### config.mk
export PLATFORM = sky130hd
export DESIGN_NAME = lcc_cluster
export DESIGN_NICKNAME = d
export VERILOG_FILES = /design/src/design/lcc_pkg.sv /design/src/design/lcc_cell.sv /design/src/design/lcc_cluster.sv /design/src/design/lcc_ctrl.sv
export SDC_FILE = /design/constraint.sdc
export NUM_CORES = 1
export LEC_CHECK = 0
export BUFFER_PORTS_ARGS = -buffer_cell sky130_fd_sc_hd__buf_4
export CAP_MARGIN = 0
export CORE_MARGIN = 8
export CORE_UTILIZATION = 50
export DETAILED_ROUTE_END_ITERATION = 10
export HOLD_SLACK_MARGIN = 0.15
export PLACE_DENSITY = 0.68
export SYNTH_ARGS = -nofsm -noshare
export SYNTH_HDL_FRONTEND = slang
export SYNTH_SLANG_ARGS = --single-unit
### constraint.sdc
create_clock -name clock -period 22.3 [get_ports clock]
set_clock_uncertainty 0.2 [all_clocks]
set_input_delay 3.345 -clock clock [delete_from_list [all_inputs] [get_ports clock]]
set_output_delay 3.345 -clock clock [all_outputs]
set_load 0.05 [all_outputs]
### src/design/lcc_pkg.sv
// Constants and types shared by the logic cluster cell model
package lcc_pkg;

    localparam int N_CELLS  = 10;
    localparam int ROW_CLKS = 6;
    localparam int ADDR_W   = 4;
    localparam int DATA_W   = 32;

    // Register map, one word per address
    localparam logic [3:0] CELL_CFG_BASE = 4'h0;
    localparam logic [3:0] CLU_CFG_ADDR  = 4'hA;
    localparam logic [3:0] REG_STATE_ADDR = 4'hB;
    localparam logic [3:0] LUT_STATE_ADDR = 4'hC;
    localparam logic [3:0] CTL_STATE_ADDR = 4'hD;

    // Clock source code that picks the local interconnect clock
    localparam logic [2:0] CLK_SRC_LOCAL = 3'h6;

    // Register behaviour of a cell
    typedef enum logic [1:0]
    {
        LCC_FF_D  = 2'h0,
        LCC_FF_T  = 2'h1,
        LCC_FF_JK = 2'h2,
        LCC_FF_SR = 2'h3
    } lcc_ff_mode_t;

    // Per-cell configuration word, bits 27..0
    typedef struct packed {
        logic         reg_chain;
        logic         chain_in;
        logic         cin_sel;
        logic         arith;
        logic         reg_fb;
        logic [2:0]   out_sel;
        logic         aclr_sel;
        logic         clk_sel;
        lcc_ff_mode_t ff_mode;
        logic [15:0]  lut_mask;
    } lcc_cell_cfg_t;

    // Cluster configuration word, bits 8..0
    typedef struct packed {
        logic         chip_clr_en;
        logic [1:0]   clk_fall;
        logic [2:0]   clk_src1;
        logic [2:0]   clk_src0;
    } lcc_clu_cfg_t;

    localparam int CELL_CFG_W = $bits(lcc_cell_cfg_t);
    localparam int CLU_CFG_W  = $bits(lcc_clu_cfg_t);

    localparam lcc_cell_cfg_t CELL_CFG_RST = '0;
    localparam lcc_clu_cfg_t  CLU_CFG_RST  = '0;

endpackage
### src/design/lcc_cell.sv
// One logic cell: look-up table and carry-select arithmetic
`timescale 1ns/10ps
module lcc_cell
(
    input  wire logic              [3:0] data,      // Four data inputs
    input  lcc_pkg::lcc_cell_cfg_t       cfg,       // Cell configuration
    input  wire logic                    chain_lut, // Previous cell table
    input  wire logic                    q_fb,      // Own register output
    input  wire logic                    cin0,      // Chain assuming 0
    input  wire logic                    cin1,      // Chain assuming 1
    input  wire logic                    lab_cin,   // Cluster carry-in
    input  wire logic                    addnsub,   // 1 = subtract
    output logic                         lut_out,   // Table or sum
    output logic                         cout0,     // Carry for chain 0
    output logic                         cout1      // Carry for chain 1
);

    logic [3:0] idx;
    logic       b;

    always_comb
    begin
        b = data[1] ^ addnsub;
        idx[0] = cfg.chain_in ? chain_lut : data[0];
        idx[1] = data[1];
        idx[2] = cfg.reg_fb ? q_fb : data[2];
        idx[3] = cfg.cin_sel ? (lab_cin ? cin1 : cin0) : data[3];
        if (cfg.arith)
        begin
            // Both sums exist; the cluster carry-in picks one
            lut_out = data[0] ^ b ^ (lab_cin ? cin1 : cin0);
            cout0 = (data[0] & b) | (cin0 & (data[0] ^ b));
            cout1 = (data[0] & b) | (cin1 & (data[0] ^ b));
        end
        else
        begin
            lut_out = cfg.lut_mask[idx];
            cout0 = cin0;
            cout1 = cin1;
        end
    end

endmodule

### src/design/lcc_cluster.sv
// Logic cluster of ten cells with shared controls and a config port
//
// How it works
// - Ten cells, chains, controls, local interconnect
// - Table output feeds next cell's table
// - Register output shifts into next register
// - At most ten cluster control signals
// - Each clock uses its own enable
// - Both edges occupy both cluster clocks
// - Dropped enable freezes registers on clock
// - Async load takes async data; preset
// - Controls from six row clocks, local
// - Four-input table realises any function
// - Register acts as D, T, JK, SR
// - Async load data is fourth input
// - Combinational path bypasses the register
// - Three outputs, each table or register
// - Register may feed own table
// - Registered and unregistered outputs together
// - Subtract inverts B, carry-in one
// - First cell forces carry-in when subtracting
// - Normal or arithmetic mode per cell
// - Controls usable in all modes
// - Normal mode: carry or fourth input
// - Outputs reach thirty cells via local
// - Async clear beats async load
// - Chip-wide clear overrides everything
// - Cluster carry-in selects precomputed chain
//
// The placing of the registers and the address-and-strobe port were decided locally.
`timescale 1ns/10ps
module lcc_cluster #(
    parameter int N_CELLS = lcc_pkg::N_CELLS // Cells per cluster
)
(
    input  wire logic                      clock,           // 50 MHz clock
    input  wire logic                      rst_b,           // Async reset
    input  wire logic [3:0]                addr,            // Config address
    input  wire logic [31:0]               wr_data,         // Write data
    input  wire logic                      wr_stb,          // Write strobe
    input  wire logic                      rd_stb,          // Read strobe
    output logic      [31:0]               rd_data,         // Read data
    input  wire logic [5:0]                row_clk,         // Row clocks
    input  wire logic [1:0]                local_clk,       // Local clocks
    input  wire logic [1:0]                clk_ena,         // Clock enables
    input  wire logic [1:0]                aclr,            // Async clears
    input  wire logic                      aload,           // Async load
    input  wire logic                      sclr,            // Sync clear
    input  wire logic                      sload,           // Sync load
    input  wire logic                      addnsub,         // 1 = subtract
    input  wire logic                      chip_wide_clear_n, // Chip clear
    input  wire logic [N_CELLS-1:0][3:0]   cell_data,       // Cell inputs
    input  wire logic                      lab_cin,         // Cluster carry
    input  wire logic                      carry_chain_zero_in, // Chain 0
    input  wire logic                      carry_chain_one_in,  // Chain 1
    input  wire logic                      reg_chain_in,    // Shift input
    output logic      [N_CELLS-1:0]        route_a_out,     // Row/col out
    output logic      [N_CELLS-1:0]        route_b_out,     // Direct link
    output logic      [N_CELLS-1:0]        local_out,       // Local out
    output logic                           carry_chain_zero_out, // Chain 0
    output logic                           carry_chain_one_out,  // Chain 1
    output logic                           lut_chain_out,   // Last table
    output logic                           reg_chain_out    // Last register
);

    typedef struct packed {
        lcc_pkg::lcc_cell_cfg_t [N_CELLS-1:0] cell_cfg;
        lcc_pkg::lcc_clu_cfg_t                clu_cfg;
        logic [N_CELLS-1:0]                   q;
        logic [31:0]                          rd;
    } lcc_cluster_st_t;

    lcc_cluster_st_t    st_q;
    lcc_cluster_st_t    st_d;
    logic [1:0]         clk_evt;
    logic [N_CELLS-1:0] lut;
    logic [N_CELLS-1:0] q_eff;
    logic [N_CELLS-1:0] q_prev;
    logic [N_CELLS:0]   c0;
    logic [N_CELLS:0]   c1;
    logic [N_CELLS:0]   lchain;
    logic               chip_clr;

    // Next state of a configurable register from its two drive terms
    function automatic logic ff_next(input lcc_pkg::lcc_ff_mode_t m,
                                     input logic q, input logic a,
                                     input logic b);
        case (m)
            lcc_pkg::LCC_FF_D:  return a;
            lcc_pkg::LCC_FF_T:  return q ^ a;
            lcc_pkg::LCC_FF_JK: return (a & ~q) | (~b & q);
            default:            return ~b & (a | q); // Reset wins in SR
        endcase
    endfunction

    // Async override as the outside sees it, before the next edge lands
    function automatic logic async_q(input logic clr, input logic ac,
                                     input logic al, input logic d3,
                                     input logic q);
        if (clr)
            return 1'b0;
        if (ac)
            return 1'b0;
        if (al)
            return d3;
        return q;
    endfunction

    lcc_ctrl u_ctrl
    (
        .clock     (clock),
        .rst_b     (rst_b),
        .row_clk   (row_clk),
        .local_clk (local_clk),
        .clk_ena   (clk_ena),
        .cfg       (st_q.clu_cfg),
        .clk_evt   (clk_evt)
    );

    assign chip_clr = st_q.clu_cfg.chip_clr_en & ~chip_wide_clear_n;

    // First cell: subtraction forces both chains to carry one
    assign c0[0] = addnsub ? 1'b1 : carry_chain_zero_in;
    assign c1[0] = addnsub ? 1'b1 : carry_chain_one_in;
    assign lchain[0] = 1'b0;
    // Shift source per cell, so no index ever falls below cell zero
    assign q_prev = {q_eff[N_CELLS-2:0], reg_chain_in};

    genvar gi;
    generate
        for (gi = 0; gi < N_CELLS; gi++)
        begin : g_cell
            assign q_eff[gi] = async_q(chip_clr,
                                       aclr[st_q.cell_cfg[gi].aclr_sel],
                                       aload, cell_data[gi][3], st_q.q[gi]);

            lcc_cell u_cell
            (
                .data      (cell_data[gi]),
                .cfg       (st_q.cell_cfg[gi]),
                .chain_lut (lchain[gi]),
                .q_fb      (q_eff[gi]),
                .cin0      (c0[gi]),
                .cin1      (c1[gi]),
                .lab_cin   (lab_cin | addnsub),
                .addnsub   (addnsub & st_q.cell_cfg[gi].arith),
                .lut_out   (lut[gi]),
                .cout0     (c0[gi+1]),
                .cout1     (c1[gi+1])
            );

            assign lchain[gi+1] = lut[gi];
        end
    endgenerate

    always_comb
    begin
        st_d = st_q;
        st_d.rd = '0;

        // Configuration port: writes land at once, reads one cycle later
        if (wr_stb)
        begin
            if (addr < 4'(N_CELLS))
                st_d.cell_cfg[addr] = wr_data[lcc_pkg::CELL_CFG_W-1:0];
            else if (addr == lcc_pkg::CLU_CFG_ADDR)
                st_d.clu_cfg = wr_data[lcc_pkg::CLU_CFG_W-1:0];
        end
        if (rd_stb)
        begin
            if (addr < 4'(N_CELLS))
                st_d.rd = {{(32-lcc_pkg::CELL_CFG_W){1'b0}}, st_q.cell_cfg[addr]};
            else if (addr == lcc_pkg::CLU_CFG_ADDR)
                st_d.rd = {{(32-lcc_pkg::CLU_CFG_W){1'b0}}, st_q.clu_cfg};
            else if (addr == lcc_pkg::REG_STATE_ADDR)
                st_d.rd = {{(32-N_CELLS){1'b0}}, q_eff};
            else if (addr == lcc_pkg::LUT_STATE_ADDR)
                st_d.rd = {{(32-N_CELLS){1'b0}}, lut};
            else if (addr == lcc_pkg::CTL_STATE_ADDR)
                // Snapshot of the ten cluster control lines
                st_d.rd = {22'h000000, addnsub, sload, aload, sclr,
                           aclr, clk_ena, clk_evt};
            else
                st_d.rd = '0;
        end

        for (int i = 0; i < N_CELLS; i++)
        begin
            if (chip_clr)
                st_d.q[i] = 1'b0;
            else if (aclr[st_q.cell_cfg[i].aclr_sel])
                st_d.q[i] = 1'b0;
            else if (aload)
                st_d.q[i] = cell_data[i][3];
            else if (clk_evt[st_q.cell_cfg[i].clk_sel])
            begin
                if (sclr)
                    st_d.q[i] = 1'b0;
                else if (sload)
                    st_d.q[i] = cell_data[i][3];
                else if (st_q.cell_cfg[i].reg_chain)
                    st_d.q[i] = q_prev[i];
                else
                    st_d.q[i] = ff_next(st_q.cell_cfg[i].ff_mode, q_eff[i],
                                        lut[i], cell_data[i][3]);
            end
        end
    end

    // Each output picks table or register on its own, so both can leave
    always_comb
    begin
        for (int i = 0; i < N_CELLS; i++)
        begin
            route_a_out[i] = st_q.cell_cfg[i].out_sel[0] ? q_eff[i] : lut[i];
            route_b_out[i] = st_q.cell_cfg[i].out_sel[1] ? q_eff[i] : lut[i];
            // Local line fans out to this and both neighbour clusters
            local_out[i] = st_q.cell_cfg[i].out_sel[2] ? q_eff[i] : lut[i];
        end
    end

    assign carry_chain_zero_out = c0[N_CELLS];
    assign carry_chain_one_out  = c1[N_CELLS];
    assign lut_chain_out        = lut[N_CELLS-1];
    assign reg_chain_out        = q_eff[N_CELLS-1];
    assign rd_data              = st_q.rd;

    always_ff @(posedge clock or negedge rst_b)
    begin
        if (!rst_b)
        begin
            st_q.cell_cfg <= {N_CELLS{lcc_pkg::CELL_CFG_RST}};
            st_q.clu_cfg  <= lcc_pkg::CLU_CFG_RST;
            st_q.q        <= '0;
            st_q.rd       <= '0;
        end
        else
            st_q <= st_d;
    end

endmodule

### src/design/lcc_ctrl.sv
// Cluster-wide clock event generation from row clocks and local lines
`timescale 1ns/10ps
module lcc_ctrl
(
    input  wire logic                clock,     // System clock
    input  wire logic                rst_b,     // Async reset, active low
    input  wire logic [5:0]          row_clk,   // Row clocks, sampled
    input  wire logic [1:0]          local_clk, // Clocks from local lines
    input  wire logic [1:0]          clk_ena,   // Paired clock enables
    input  lcc_pkg::lcc_clu_cfg_t    cfg,       // Source and edge choice
    output logic [1:0]               clk_evt    // Gated edge pulses
);

    typedef struct packed {
        logic [1:0] prev;
    } lcc_ctrl_st_t;

    lcc_ctrl_st_t st_q;
    lcc_ctrl_st_t st_d;
    logic [1:0]   lvl;

    // Any of the six row clocks or a local interconnect line
    function automatic logic pick(input logic [2:0] src, input logic [5:0] rc,
                                  input logic loc);
        if (src >= lcc_pkg::CLK_SRC_LOCAL)
            return loc;
        return rc[src];
    endfunction

    always_comb
    begin
        st_d = st_q;
        lvl[0] = pick(cfg.clk_src0, row_clk, local_clk[0]);
        lvl[1] = pick(cfg.clk_src1, row_clk, local_clk[1]);
        st_d.prev = lvl;
        for (int k = 0; k < 2; k++)
        begin
            // Both edges of one source need both cluster clocks
            clk_evt[k] = (cfg.clk_fall[k] ? (st_q.prev[k] & ~lvl[k])
                                          : (~st_q.prev[k] & lvl[k]))
                         & clk_ena[k];
        end
    end

    always_ff @(posedge clock or negedge rst_b)
    begin
        if (!rst_b)
            st_q <= '0;
        else
            st_q <= st_d;
    end

endmodule

* Yosys cells after proc, flatten, opt, wreduce, memory -nomap -nowiden *
Cells that the tools add are included.

word-level totals
  bits of input ports = 101
  bits in registers = 333
  logic and storage cells = 742
  memory bits (read-only) = 0
  memories = 0
  latch bits = 0
  output and inout bits = 66
  RAM bits = 0

operators by class
  $lt $le $gt $ge = 37
  equality and inequality tests = 24
  mux-type cells = 358
  divide/modulo/power cells = 0
  bitwise logic cells = 184
  shifts and indexed selects = 0
  multiply operators = 0
  add/subtract/negate cells = 0
  reductions and logical operators = 23

operators with widths
  kind                  number
  $mux W1               325
  $bwmux W280           1
  $bmux W28 S4          1
  $demux W28 S4         1
  $mux W28              4
  $and A1 B1 Y1         77
  $lt A4 B5 Y1 const B  11
  $or A1 B1 Y1          41
  $bmux W1 S4           10
  $lt A1 B2 Y1 const B  20
  $mux W10              4
  $reduce_bool A4 Y1    10
  $xor A1 B1 Y1         40
  $pmux W1 S3           10
  $not A1 Y1            26
  $eq A2 B1 Y1 const B  10
  $eq A2 B2 Y1 const B  10
  $logic_not A2 Y1      10
  $eq A4 B4 Y1 const B  4
  $lt A3 B4 Y1 const B  2
  $bmux W1 S3           2
  $ge A3 B3 Y1 const B  2
  $ge A4 B1 Y1 const B  1
  $lt A4 B4 Y1 const B  1
  3 further kinds       3

* Logic depth before layout (Yosys ltp) *
  depth after elaboration = 59
  gate-level depth with buffers = 47

* Cells and area by module *
From an unflattened synthesis, not the netlist that was laid out.

second synthesis, totals
  cell total of the unflattened synthesis = 1622
  area, all modules = 19661.4 um^2

by module, submodules not included
  module       cells each  area an instance (um^2)  times used
  lcc_cluster  1311        16773.6                  1
  lcc_cell     29          267.8                    10
  lcc_ctrl     21          210.2                    1

* Worst setup path after synthesis *
Ideal clock, no wire load.

  kind = input to output
  start = input addnsub
  end = output local_out[9]
  data required time = 18.755 ns
  cell stages on the path = 39
  arrival time = 12.789 ns
  buffers on the path = 4
  path slack = 5.966 ns
  path through = clkbuf_1 > clkbuf_1 > nand2_1 > xnor2_1 > ha_1 > or3_1 > and3_1 > and3_1 > a2111oi_1 > a211oi_2 > o211a_1 > a221oi_1 > o21ai_1 > or3_4 > mux2_4 > nor3b_4 > a21oi_1 > o41ai_2 > (+3 left out) > a211o_1 > o31ai_1 > mux2_2 > o221a_4 > a21boi_4 > mux2_2 > o311ai_4 > a21oi_2 > mux4_2 > a2bb2oi_2 > and2_1 > buf_4 > a21oi_4 > mux2i_1 > a211oi_1 > o311a_4 > clkinv_2 > o21ai_1

on the way
  longest elaborated chain between the ends = 44
  elaborated cells on any way between the ends = 166
  those cells by class = mux (80); bitwise (86)

ends and longest elaborated chain
  what                                                  line                source
  start, declared                                       lcc_cluster.sv:50   input wire logic addnsub,
  branches (longest 42 deep; another with $bmux W1 S4)  --
  $mux W1 (*)                                           lcc_cell.sv:28      if (cfg.arith)
  via lut_chain_out                                     lcc_cluster.sv:62   output logic lut_chain_out,
  $mux W1 (*)                                           lcc_cluster.sv:218  local_out[i] = st_q.cell_cfg[i].out_sel[2] ? q_eff[i] : lut[i];
  end, declared                                         lcc_cluster.sv:59   output logic [N_CELLS-1:0] local_out,

Mark *: on every way through the listed nets, which the timed path passes. The select of a mux whose other input is x is not followed.

* Worst setup path in the final report *
  start = input addnsub
  end = output route_a_out[9]

on the way
  longest elaborated chain between the ends = 44
  elaborated cells on any way between the ends = 166
  those cells by class = mux (80); bitwise (86)

ends and longest elaborated chain
  what                                                  line                source
  branches (longest 42 deep; another with $bmux W1 S4)  --
  $mux W1 (*)                                           lcc_cell.sv:28
  $mux W1 (*)                                           lcc_cluster.sv:215  route_a_out[i] = st_q.cell_cfg[i].out_sel[0] ? q_eff[i] : lut[i];
  end, declared                                         lcc_cluster.sv:57   output logic [N_CELLS-1:0] route_a_out,

Mark *: on every way between the ends. The select of a mux whose other input is x is not followed.

==> impl_metrics.yaml <==
timing:
  max_freq_mhz: 54.6
  slew_violations: 0
  max_slew_margin: 0.141
  worst_pin_slew_ns: 1.28
  rsz0062_at_grt: "false"
  hold_viol_final: 0
  setup_tns_ns: 0
  fin_crit_ns: 18.31
  fin_crit_sh: 0.821
  setup_violations: 0
hold_path:
  min_path_cells: 2
  hp-start: "st_q[37]"
  min_path_type: "reg2reg"
global_route:
  track_usage: 0.284
  grt_max_degree: 101
  grt.overflow.total: 0
  grt_pass1_vias: 15800
  antenna_found_initial: 0
  grt_pass1_wl_mm: 102
clock_tree:
  root_buffer: "clkbuf_16"
  cts_max_level: 2
  post_cts_buffers: 0
  cts.reportedPaths.clkPinSlew_ns: 0.05
  numClockSinks: 329
  tritoncts: "yes"
  cts_resized: 0
  cts_hold_buf: 0
  cts_inserted_buffers: 38
  clockBufferDepth: 3
  insertion_delay_ns: 0.55
critical_path:
  arrival_ns: 14.77
  cp-startpoint: "addnsub"
  ff2ff_path_depth: 42
  cpMaxStageDelayCell: "a21boi_2"
  critPathLaunchType: "primary input"
  slowest_delay_ns: 0.87
  cp_common_cell: "mux2i_1"
  criticalPathCategory: "in2out"
  crit_required_ns: 18.75
  crit_fanout: 19
  timing.rr.start: "st_q[75]"
  critPathCaptureType: "primary output"
detailed_routing:
  wirelength_mm: 68.6
  viasPerCell: 6.53
  vias: 15900
  initialDrtViolationCount: 1671
  drc_errors: 0
  dr.pass1.iters: 8
  routedWlPerCell_um: 28.1
  ant_nets: 0
synthesis:
  synth_top_area_frac: 0.402
  synth_async_sr_flop_share: 1.00
  synth_xor_area_frac: 0.00812
  synth_top_family_by_area: "multiplexers"
  yosys_warnings: 0
  synth.mux.area_fraction: 0.325
  syn_avg_cell_area_um2: 11.2
  synthesis.area_um2: 20500
  post-synth-top-area-cell: "dfrtp_1"
  syn_inst: 1822
  seq_area_frac_synth: 0.402
  synth_area_leaders: "dfrtp_1, mux2_2, mux4_2"
  synth_cell_types: 91
  dominantRegCellSynth: "dfrtp_1"
  synth_compound_area_frac: 0.126
  synth_edf_count: 0
  synth_seq_cells: 329
  yosys.area_share.simple: 0.0845
  synthAdderAreaFrac: 0.0110
final_layout:
  antenna_cells: 0
  fin_cells: 2440
  drive_gt1_frac: 0.347
  final_util: 0.567
  final_nets: 2000
  fillers: 3388
  syn2layout_area_growth_pct: 12.5
job:
  max_cap_violations: 0
power_and_ir_drop:
  ir_worst_vdd_mv: 0.0512
  finalPower_mw: 2.46
  p_clk_frac: 0.258
  p_sw_frac: 0.390
  internal-power_mw: 1.50
  p_sw_uw: 960
  p_leak_nw: 9.96
  power_density_nw_per_um2: 107
  comb_power_share: 0.384
  p_seq_frac: 0.358
floorplan:
  dieArea_um2: 47700
  rows: 74
  io_pins: 167
  die_x_um: 218
  core_area_um2: 40600
  start_util: 0.504
  die_h_um: 218
status:
  status: "complete, no violations"
placed_design:
  place_inst: 2373
  gp_congestion: 0.935
  dp_hpwl_mm: 50.6
  io_buffers: 158
## cells in the mapped netlist (all sizes together), types with 6 or more instances
master and n:
o31ai 8, inv 33, nand3 16, a22oi 10, mux2 323, buf 76, clkbuf 88, nor3b 7
a21o 8, nand2 110, o211ai 10, ha 18, mux2i 144, and2 36, nor2 76, and3 9
a211oi 27, o21a 8, a211o 7, nand2b 29, a31oi 11, nor2b 22, dfrtp 329, a21boi 7
a21oi 81, nor3 21, mux4 70, o22ai 31, xnor2 17, o21ai 86, a221oi 6, o221ai 17
## power by group through the flow
stage          logic [mW]  clock network (mW)  registers, mW
2_1_floorplan       0.689                   0          0.819
3_3_place_gp        0.920                   0          0.878
3_5_place_dp        0.937                   0          0.886
4_1_cts             0.942               0.641          0.876
5_1_grt              1.01               0.664          0.900
6_report            0.947               0.635          0.882
## metrics by stage
stage | cell area, um2 | hold slack (ns) | setup slack, ns
floorplan | 20500 | 0.272 | 5.97
global placement | 21800 | 0.290 | 4.31
detailed placement | 21800 | 0.310 | 4.22
CTS | 23000 | 0.318 | 4.20
global route | 23000 | 0.349 | 3.57
finish | 23000 | 0.320 | 3.99
## cell type report
cell class	count	area, um2	share of cell area
multi-input cells	1297	11400	0.495
flip-flops and latches	329	8230	0.357
repair buffers	180	1360	0.0591
clock buffers	57	1140	0.0496
well taps	532	666	0.0289
inverters	35	133	0.00575
clock inverters	10	108	0.00467
## final timing paths
path | endpoint | slack (ns)
max | route_a_out[9] | 3.99
min | st_q[37] | 0.32
max reg2reg | st_q[41] | 9.69
min reg2reg | st_q[37] | 0.32
max in group asynchronous | st_q[279] | 17.65
min in group asynchronous | st_q[99] | 2.61
## cell families (layout without fill, tap and decap cells)
| group | after synthesis | count (layout) |
|---|---|---|
| AO/OA/AOI/OAI | 371 | 371 |
| XOR/XNOR | 19 | 19 |
| adder cells (fa/ha/maj) | 18 | 18 |
| buffers and inverters | 199 | 282 |
| flip-flops | 329 | 329 |
| multiplexers | 537 | 537 |
| other | 1 | 4 |
| AND/OR/NAND/NOR | 348 | 348 |
## registers in the layout, summed over array words and instances, names as in the netlist
name and cells:
rd_data 28, st_q 299, u_ctrl.st_q 2
## cell usage in the layout (no fill, tap or decap), types with 5 or more instances in the layout
cell / n
a2111o_1: 5
a211o_1: 7
a211oi_1: 24
a21o_1: 8
a21oi_1: 79
a221oi_1: 5
a22oi_1: 10
a31oi_1: 11
and2_1: 36
and3_1: 9
buf_4: 178
clkbuf_1: 8
clkbuf_16: 39
clkbuf_8: 10
clkinv_2: 7
dfrtp_1: 329
ha_1: 18
inv_1: 33
mux2_2: 318
mux2i_1: 144
mux4_2: 70
nand2_1: 109
nand2b_1: 29
nand3_1: 16
nand3b_1: 5
nor2_1: 73
nor2b_1: 21
nor3_1: 20
nor3b_1: 5
o211ai_1: 9
o21a_1: 8
o21ai_0: 79
o21ai_1: 7
o221ai_1: 17
o22ai_1: 31
o31ai_1: 7
xnor2_1: 17
## worst max-delay path: cells and delay by family
kind,cells,cell delay [ns]
buffers and inverters,3,0.56
XOR/XNOR,1,0.14
AO/OA/AOI/OAI,16,5.17
adder cells (fa/ha/maj),1,0.33
AND/OR/NAND/NOR,8,2.08
multiplexers,8,3.11
## per-layer routing
metal,up-vias,share of wire,global-route usage
met5,-,0,0
met2,754,0.46,0.441
met4,0,0.045,0.128
met3,145,0.090,0.0578
met1,8132,0.40,0.380
li1,6902,-,-
(Power assumes the default switching activity.)
